==> src/logic/aout_card_pkg.sv <==
/*
 * Package for the analog output card host port: register offsets, field
 * positions, reset values, timing counts and bus carrier structs.
 * Assumes a single 40 MHz core clock and an AXI4-Lite master on the host side.
 */
// Functional notes
// (RQ1) each converter word takes 2.2 us to shift out to its converter
// (RQ2) host waits 2.2 us after one converter word before the next one
// (RQ3) transfer status bit reads 1 while shifting, 0 when idle
// (RQ4) host should check status clear before writing a converter word
// (RQ5) four digital inputs appear in bits 7..4 of the input read word
// (RQ6) four digital outputs driven from a host-written value 0..15
// (RQ7) host-writable mode selects one of three voltage-to-current ranges
// (RQ8) mode 1 is 0-20 mA, mode 2 is 4-20 mA, mode 3 is 5-25 mA
// (RQ9) one range register applies to all eight current channels together
// (RQ10) converter words are 16-bit two's complement, 0x8000 to 0x7FFF
// (RQ11) status sets on the accepting cycle, clears when the shift completes
package aout_card_pkg;
	// register byte offsets
	localparam logic [7:0] OFS_CONV_DATA   = 8'h00;
	localparam logic [7:0] OFS_CONV_STATUS = 8'h04;
	localparam logic [7:0] OFS_INPUT_PORT  = 8'h08;
	localparam logic [7:0] OFS_OUTPUT_PORT = 8'h0C;
	localparam logic [7:0] OFS_RANGE_SEL   = 8'h10;

	// field positions
	localparam int CONV_DATA_LSB  = 0;
	localparam int CONV_CHAN_LSB  = 16;
	localparam int CHAN_W         = 4;
	localparam int INPUT_PORT_LSB = 4;
	localparam int BUSY_BIT       = 0;

	// reset values
	localparam logic [3:0] OUTPUT_PORT_RST = 4'h0;
	localparam logic [1:0] RANGE_SEL_RST   = 2'h1;

	// range modes
	localparam logic [1:0] RANGE_0_20MA = 2'h1;
	localparam logic [1:0] RANGE_4_20MA = 2'h2;
	localparam logic [1:0] RANGE_5_25MA = 2'h3;

	// timing
	localparam int CLK_PERIOD_PS   = 25000;
	localparam int TRANSFER_NS_X10 = 22; // 2.2 us written as 22 tenths of a microsecond
	localparam int TRANSFER_PS     = TRANSFER_NS_X10 * 100000;
	localparam int TRANSFER_CYCLES = TRANSFER_PS / CLK_PERIOD_PS;
	localparam int WORD_BITS       = 24;
	localparam int BIT_CYCLES      = 3; // 24 bits at 3 cycles fit inside the 88-cycle transfer

	// axi responses
	localparam logic [1:0] RESP_OKAY   = 2'h0;
	localparam logic [1:0] RESP_SLVERR = 2'h2;

	typedef struct packed {
		logic [3:0]  chan;
		logic [15:0] data;
	} conv_word_t;

	typedef struct packed {
		logic [31:0] data;
		logic [1:0]  resp;
	} rd_beat_t;
endpackage : aout_card_pkg

==> src/logic/aout_card_port.sv <==
/*
 * Host port of the analog output card: AXI4-Lite register slave, serial
 * converter shifter with busy flag, digital in/out ports, range selector.
 * Assumes din pins are asynchronous and the converter latches on frame end.
 */
`timescale 1ns/10ps
module aout_card_port #(
	parameter int XFER_CYCLES = aout_card_pkg::TRANSFER_CYCLES
) (
	input  wire logic        core_clk,
	input  wire logic        arst_n,
	input  wire logic [7:0]  s_axi_awaddr,
	input  wire logic        s_axi_awvalid,
	output logic             s_axi_awready,
	input  wire logic [31:0] s_axi_wdata,
	input  wire logic [3:0]  s_axi_wstrb,
	input  wire logic        s_axi_wvalid,
	output logic             s_axi_wready,
	output logic [1:0]       s_axi_bresp,
	output logic             s_axi_bvalid,
	input  wire logic        s_axi_bready,
	input  wire logic [7:0]  s_axi_araddr,
	input  wire logic        s_axi_arvalid,
	output logic             s_axi_arready,
	output logic [31:0]      s_axi_rdata,
	output logic [1:0]       s_axi_rresp,
	output logic             s_axi_rvalid,
	input  wire logic        s_axi_rready,
	input  wire logic [3:0]  din_pins,
	output logic [3:0]       dout_pins,
	output logic [1:0]       voltage_to_current_range_select,
	output logic             conv_sclk,
	output logic             conv_sdata,
	output logic             conv_frame
);
	logic        aw_held;
	logic [7:0]  aw_addr;
	logic        w_held;
	logic [31:0] w_data;
	logic [3:0]  w_strb;
	logic        wr_fire;
	logic [3:0]  din_meta;
	logic [3:0]  input_port_value;
	logic [3:0]  output_port_value;
	logic        converter_transfer_busy;
	logic [15:0] xfer_cnt;
	logic [aout_card_pkg::WORD_BITS-1:0] shreg;
	logic [1:0]  bit_phase;
	logic [4:0]  bits_left;
	aout_card_pkg::rd_beat_t rd_beat;
	aout_card_pkg::conv_word_t conv_in;

	function automatic logic addr_is(input logic [7:0] a, input logic [7:0] ofs);
		addr_is = (a[7:2] == ofs[7:2]);
	endfunction : addr_is

	// address and data are caught independently, either may come first
	assign s_axi_awready = !aw_held && !s_axi_bvalid;
	assign s_axi_wready  = !w_held && !s_axi_bvalid;
	assign wr_fire       = aw_held && w_held && !s_axi_bvalid;
	assign conv_in       = aout_card_pkg::conv_word_t'({w_data[19:16], w_data[15:0]});

	always_ff @(posedge core_clk or negedge arst_n) begin
		if (!arst_n) begin
			aw_held <= 1'b0;
			aw_addr <= 8'h00;
		end else if (s_axi_awvalid && s_axi_awready) begin
			aw_held <= 1'b1;
			aw_addr <= s_axi_awaddr;
		end else if (wr_fire) begin
			aw_held <= 1'b0;
		end
	end

	always_ff @(posedge core_clk or negedge arst_n) begin
		if (!arst_n) begin
			w_held <= 1'b0;
			w_data <= 32'h00000000;
			w_strb <= 4'h0;
		end else if (s_axi_wvalid && s_axi_wready) begin
			w_held <= 1'b1;
			w_data <= s_axi_wdata;
			w_strb <= s_axi_wstrb;
		end else if (wr_fire) begin
			w_held <= 1'b0;
		end
	end

	// write response; unmapped offsets answer slverr
	always_ff @(posedge core_clk or negedge arst_n) begin
		if (!arst_n) begin
			s_axi_bvalid <= 1'b0;
			s_axi_bresp  <= aout_card_pkg::RESP_OKAY;
		end else if (wr_fire) begin
			s_axi_bvalid <= 1'b1;
			s_axi_bresp  <= (addr_is(aw_addr, aout_card_pkg::OFS_CONV_DATA) ||
				addr_is(aw_addr, aout_card_pkg::OFS_OUTPUT_PORT) ||
				addr_is(aw_addr, aout_card_pkg::OFS_RANGE_SEL) ||
				addr_is(aw_addr, aout_card_pkg::OFS_CONV_STATUS) ||
				addr_is(aw_addr, aout_card_pkg::OFS_INPUT_PORT)) ?
				aout_card_pkg::RESP_OKAY : aout_card_pkg::RESP_SLVERR;
		end else if (s_axi_bready) begin
			s_axi_bvalid <= 1'b0;
		end
	end

	// digital outputs, low byte lane only
	always_ff @(posedge core_clk or negedge arst_n) begin
		if (!arst_n) begin
			output_port_value <= aout_card_pkg::OUTPUT_PORT_RST;
		end else if (wr_fire && w_strb[0] && addr_is(aw_addr, aout_card_pkg::OFS_OUTPUT_PORT)) begin
			output_port_value <= w_data[3:0]; // [RQ6]
		end
	end
	assign dout_pins = output_port_value;

	// one range setting shared by all eight current channels; mode 0 ignored
	always_ff @(posedge core_clk or negedge arst_n) begin
		if (!arst_n) begin
			voltage_to_current_range_select <= aout_card_pkg::RANGE_SEL_RST;
		end else if (wr_fire && w_strb[0] && addr_is(aw_addr, aout_card_pkg::OFS_RANGE_SEL) &&
			w_data[1:0] != 2'h0) begin
			voltage_to_current_range_select <= w_data[1:0]; // [RQ7] [RQ8] [RQ9]
		end
	end

	// input pins pass two flops before anything reads them
	always_ff @(posedge core_clk or negedge arst_n) begin
		if (!arst_n) begin
			din_meta         <= 4'h0;
			input_port_value <= 4'h0;
		end else begin
			din_meta         <= din_pins;
			input_port_value <= din_meta;
		end
	end

	// converter shifter: a write while busy is dropped, host must pace itself
	always_ff @(posedge core_clk or negedge arst_n) begin
		if (!arst_n) begin
			converter_transfer_busy <= 1'b0;
			xfer_cnt                <= 16'h0000;
		end else if (wr_fire && !converter_transfer_busy && (w_strb[1:0] == 2'h3) &&
			addr_is(aw_addr, aout_card_pkg::OFS_CONV_DATA)) begin
			converter_transfer_busy <= 1'b1; // [RQ11] [RQ3]
			xfer_cnt                <= 16'(XFER_CYCLES - 1); // [RQ1]
		end else if (converter_transfer_busy) begin
			if (xfer_cnt == 16'h0000) begin
				converter_transfer_busy <= 1'b0; // [RQ11]
			end else begin
				xfer_cnt <= xfer_cnt - 16'h0001;
			end
		end
	end

	// bit pacing kept apart from the transfer timer so the word always ends before busy drops
	always_ff @(posedge core_clk or negedge arst_n) begin
		if (!arst_n) begin
			shreg     <= '0;
			bit_phase <= 2'h0;
			bits_left <= 5'h00;
		end else if (wr_fire && !converter_transfer_busy && (w_strb[1:0] == 2'h3) &&
			addr_is(aw_addr, aout_card_pkg::OFS_CONV_DATA)) begin
			shreg     <= {4'h0, conv_in}; // [RQ10]
			bit_phase <= 2'h0;
			bits_left <= 5'(aout_card_pkg::WORD_BITS);
		end else if (converter_transfer_busy && bits_left != 5'h00) begin
			if (bit_phase == 2'(aout_card_pkg::BIT_CYCLES - 1)) begin
				bit_phase <= 2'h0;
				bits_left <= bits_left - 5'h01;
				shreg     <= {shreg[aout_card_pkg::WORD_BITS-2:0], 1'b0};
			end else begin
				bit_phase <= bit_phase + 2'h1;
			end
		end
	end

	// serial pins: msb first, clock high in the middle cycle of each 3-cycle bit
	always_ff @(posedge core_clk or negedge arst_n) begin
		if (!arst_n) begin
			conv_sclk  <= 1'b0;
			conv_sdata <= 1'b0;
			conv_frame <= 1'b0;
		end else begin
			conv_frame <= converter_transfer_busy;
			conv_sdata <= shreg[aout_card_pkg::WORD_BITS-1];
			conv_sclk  <= converter_transfer_busy && bits_left != 5'h00 && bit_phase == 2'h1;
		end
	end

	// read path, one cycle latency
	assign s_axi_arready = !s_axi_rvalid;
	always_comb begin
		rd_beat.resp = aout_card_pkg::RESP_OKAY;
		rd_beat.data = 32'h00000000;
		if (addr_is(s_axi_araddr, aout_card_pkg::OFS_CONV_STATUS)) begin
			rd_beat.data[aout_card_pkg::BUSY_BIT] = converter_transfer_busy; // [RQ3]
		end else if (addr_is(s_axi_araddr, aout_card_pkg::OFS_INPUT_PORT)) begin
			rd_beat.data[7:4] = input_port_value; // [RQ5]
		end else if (addr_is(s_axi_araddr, aout_card_pkg::OFS_OUTPUT_PORT)) begin
			rd_beat.data[3:0] = output_port_value;
		end else if (addr_is(s_axi_araddr, aout_card_pkg::OFS_RANGE_SEL)) begin
			rd_beat.data[1:0] = voltage_to_current_range_select;
		end else if (!addr_is(s_axi_araddr, aout_card_pkg::OFS_CONV_DATA)) begin
			rd_beat.resp = aout_card_pkg::RESP_SLVERR;
		end
	end

	always_ff @(posedge core_clk or negedge arst_n) begin
		if (!arst_n) begin
			s_axi_rvalid <= 1'b0;
			s_axi_rdata  <= 32'h00000000;
			s_axi_rresp  <= aout_card_pkg::RESP_OKAY;
		end else if (s_axi_arvalid && s_axi_arready) begin
			s_axi_rvalid <= 1'b1;
			s_axi_rdata  <= rd_beat.data;
			s_axi_rresp  <= rd_beat.resp;
		end else if (s_axi_rready) begin
			s_axi_rvalid <= 1'b0;
		end
	end

	// assertions
	logic conv_start;
	assign conv_start = wr_fire && !converter_transfer_busy && (w_strb[1:0] == 2'h3) &&
		addr_is(aw_addr, aout_card_pkg::OFS_CONV_DATA);
endmodule : aout_card_port

==> config.mk <==
export PLATFORM = sky130hd
export DESIGN_NAME = aout_card_port
export DESIGN_NICKNAME = d
export VERILOG_FILES = /design/src/logic/aout_card_pkg.sv /design/src/logic/aout_card_port.sv
export SDC_FILE = /design/constraint.sdc
export NUM_CORES = 1
export LEC_CHECK = 0
export BUFFER_PORTS_ARGS = -buffer_cell sky130_fd_sc_hd__buf_4
export CAP_MARGIN = 25
export CORE_ASPECT_RATIO = 0.7
export CORE_MARGIN = 2
export CORE_UTILIZATION = 57
export CTS_BUF_LIST = sky130_fd_sc_hd__clkbuf_4 sky130_fd_sc_hd__clkbuf_8 sky130_fd_sc_hd__clkbuf_16
export DETAILED_ROUTE_END_ITERATION = 16
export HOLD_SLACK_MARGIN = 0.03
export PLACE_DENSITY = 0.84
export SLEW_MARGIN = 15
export SYNTH_ARGS = -nofsm -noshare
export SYNTH_HDL_FRONTEND = slang
export SYNTH_SLANG_ARGS = --single-unit
==> constraint.sdc <==
create_clock -name core_clk -period 5.6 [get_ports core_clk]
set_input_delay 0.28 -clock core_clk [delete_from_list [all_inputs] [get_ports core_clk]]
set_output_delay 0.28 -clock core_clk [all_outputs]
set_load 0.01 [all_outputs]
==> out/results.md <==
| Parameter | This run | Unit |
|:---|:---|:---|
| Top cells by area, synth | sky130_fd_sc_hd__dfrtp_1, sky130_fd_sc_hd__mux2_2, sky130_fd_sc_hd__mux2i_1, sky130_fd_sc_hd__buf_4, sky130_fd_sc_hd__o21ai_0 | - |
| Kind of start point of the critical path | flip-flop | - |
| Syn. warnings | 0 | - |
| Number of buffers inserted during clock tree synthesis | 9 | - |
| Final hold vios | 0 | - |
| Crit path required time | 5.85 | ns |
| Maximum vdd drop | 0.276 | mV |
| Fraction of the yosys area taken by sequential cells | 0.549 | - |
| Count of different cell masters after synthesis | 56 | - |
| Via count of the first global-routing pass | 3258 | - |
| Final standard cell utilization of the core | 0.681 | - |
| Standard cell area after detailed placement | 0.00535 | mm2 |
| Most frequent standard cell in the layout excluding fill and tap cells | sky130_fd_sc_hd__dfrtp_1 | - |
| Transition at the pin with the smallest max-transition slack | 1.08 | ns |
| Post-Route Skew | 0.00874 | ns |
| Area added between synthesis and finish | 16.9 | % |
| Crit share post-route | 0.427 | - |
| Die X-Extent | 115 | um |
| Synth Register Bits | 107 | - |
| Area of all sequential standard cells | 0.00268 | mm2 |
| CTS tree | yes | - |
| HPWL Detailed | 6.67 | mm |
| Final setup vio count | 0 | - |
| Register clock-pin slew on the reported worst setup and hold paths | 0.07 | ns |
| Synthesized instance count | 419 | - |
| Overflow left after global routing | 0 | - |
| Global-route usage over all layers | 0.215 | - |
| Iter 0 DRT Violations | 242 | - |
| Leakage power summed over all cells | 0.00286 | uW |
| Vias per cell | 5.82 | - |
| Time the worst path needs with I/O delays and setup | 2.39 | ns |
| Setup Fix Bufs, Post-CTS | 0 | - |
| Remaining antenna violation count after routing | 0 | - |
| Peak clock frequency supported by timing | 418 | MHz |
| Primary FF master, synth | sky130_fd_sc_hd__dfrtp_1 | - |
| RePlAce Congestion | 0.878 | - |
| Area of all placed cells without fillers | 0.00571 | mm2 |
| Total count of max-transition violations in the final report | 0 | - |
| Setup repair after global routing missed its margin | false | - |
| Routed met2 length | 4.66 | mm |
| Detailed-route wire length | 9.77 | mm |
| Number of enable-type register cells in the synthesized netlist | 0 | - |
| Setup tns final | 0 | ns |
| Relative slew margins | 0.283 | - |
| Number of H-tree levels | 3 | - |
| Number of buffers inserted by port buffering | 68 | - |
| DR DRC count | 0 | - |
| Hold_ws | 0.0483 | ns |
| Routed length on met3 | 474 | um |
| Number of antenna violations at the first check in global routing | 0 | - |
| Cell accounting for the most synthesized area | sky130_fd_sc_hd__dfrtp_1 | - |
| Max Cap Violations | 0 | - |
| Row cnt | 28 | - |
| Power density cells | 405 | mW/mm2 |
| Routed len/inst | 16.4 | um |
| Area share of the leading cell type in the synthesized netlist | 0.543 | - |
| Worst min-delay path category | in2reg | - |
| Post-synthesis instance area | 0.00488 | mm2 |
| Area occupied by multi-input gates | 0.00197 | mm2 |
| Worst setup EP type | flip-flop | - |
| Count of cells resized by post-cts repair | 0 | - |
| Crit path max fanout | 14 | - |
| Status | finished clean | - |
| Master cell of the clock root buffer | sky130_fd_sc_hd__clkbuf_16 | - |
| Boundary pin count | 113 | - |
| First-pass GRT wire length | 15.8 | mm |
| Total clock sinks | 107 | - |
| Routed length on met1 | 4.50 | mm |
| Hold Buf Count CTS | 3 | - |
| Highest-count cells in the layout ignoring fill and taps | sky130_fd_sc_hd__dfrtp_1, sky130_fd_sc_hd__buf_4, sky130_fd_sc_hd__mux2_2 | - |
| Die outline height | 81.4 | um |
| ANT cells | 0 | - |
| Floorplan die area | 0.00933 | mm2 |
| Clock latency at the later pin of the worst-skew pair | 0.35 | ns |
| Synth async-reset ratio | 1.00 | - |
| Avg Inst Size Synth | 11.6 | um2 |
| Initial Utilization | 0.583 | - |
| Layout Cells excl Fill | 596 | - |
| Final Net Count | 551 | - |
| Placed Cells incl. Taps | 576 | - |
| Layout filler cell count | 626 | - |
| Vias after detailed routing | 3471 | - |
| Top Metal Used | met4 | - |
| Ratio of cells with drive above 1 in the final layout | 0.279 | - |
| First-pass iteration count of the detailed router | 5 | - |
| Max Root-Sink Buffers | 2 | - |
| Setup Crit Path Kind | reg2reg | - |
| Largest net degree at the start of global routing | 83 | - |
| Placeable core area | 0.00837 | mm2 |
| Signal arrival time at the worst endpoint | 2.65 | ns |
==> metrics by stage <==
step                power (uW)  setup slack (ns)
floorplan                 1500              3.69
global placement          1660              3.30
detailed placement        1700              3.22
CTS                       2320              3.23
global route              2440              3.04
finish                    2310              3.21
==> cells in the mapped netlist, drive strengths merged (2+ instances only) <==
cell type,count
xnor2,2
nor2b,2
nor3,8
mux2,33
clkbuf,5
nor4b,4
inv,9
buf,40
mux2i,31
dfrtp,106
and3,2
o31ai,4
and2,3
ha,2
nand2,15
a22o,6
o21ai,41
o311a,2
or4,3
or3,5
a21o,3
nand4,7
nand2b,5
nor2,18
nand3,29
nor4,5
a21oi,12
o211ai,2
==> report_power, final <==
group | total (uW) | internal, uW | switching (uW)
registers | 1130 | 967 | 162
clock network | 620 | 324 | 296
logic | 560 | 282 | 277
total | 2310 | 1570 | 736
==> state kept, by name, indices dropped and copies added (netlist names), 2 cells and up <==
register	cells
w_strb	2
voltage_to_current_range_select	2
bits_left	5
dout_pins	4
input_port_value	4
xfer_cnt	16
w_data	20
bit_phase	2
shreg	24
din_meta	4
s_axi_rdata	8
aw_addr	6
==> logic make-up (layout without fill, tap and decap cells) <==
family	Yosys count	in the layout	synth area share
mux	64	64	0.140
flops	107	107	0.549
compound gates	76	76	0.0977
other cells	1	26	0.000768
buf+inv	54	101	0.0674
fa+ha+maj	2	2	0.00513
simple gates	113	113	0.137
xor+xnor	2	2	0.00359
==> cell type report <==
cell class | instances | area share
clock buffer | 10 | 0.0419
clock inverter | 6 | 0.0101
inverter | 9 | 0.00592
multi-input combinational | 283 | 0.345
sequential | 107 | 0.470
tap | 105 | 0.0230
timing repair buffer | 76 | 0.105
==> worst max-delay path: stages (launching register included) <==
cell and delay (ns):
sky130_fd_sc_hd__dfrtp_1 0.52, sky130_fd_sc_hd__nor4b_2 0.37, sky130_fd_sc_hd__nor2b_1 0.72, sky130_fd_sc_hd__buf_4 0.35, sky130_fd_sc_hd__a21oi_1 0.11, sky130_fd_sc_hd__mux2i_1 0.23
==> routing by layer <==
metal,track usage,vias up
met5,0,-
met4,0.0720,0
met3,0.0494,13
met2,0.351,112
met1,0.290,1742
li1,-,1604
==> final timing paths <==
kind	startpoint	end	slack (ns)	cells past startpoint
min in group asynchronous	arst_n	aw_held	0.38	2
setup reg to reg	converter_transfer_busy	xfer_cnt[0]	3.21	5
setup / recovery	converter_transfer_busy	xfer_cnt[0]	3.21	5
hold reg to reg	din_meta[1]	input_port_value[1]	0.35	0
max in group asynchronous	arst_n	voltage_to_current_range_select[0]	4.15	4
hold / removal	din_pins[2]	din_meta[2]	0.05	1
Note: power is estimated with default switching activity, not from simulation.
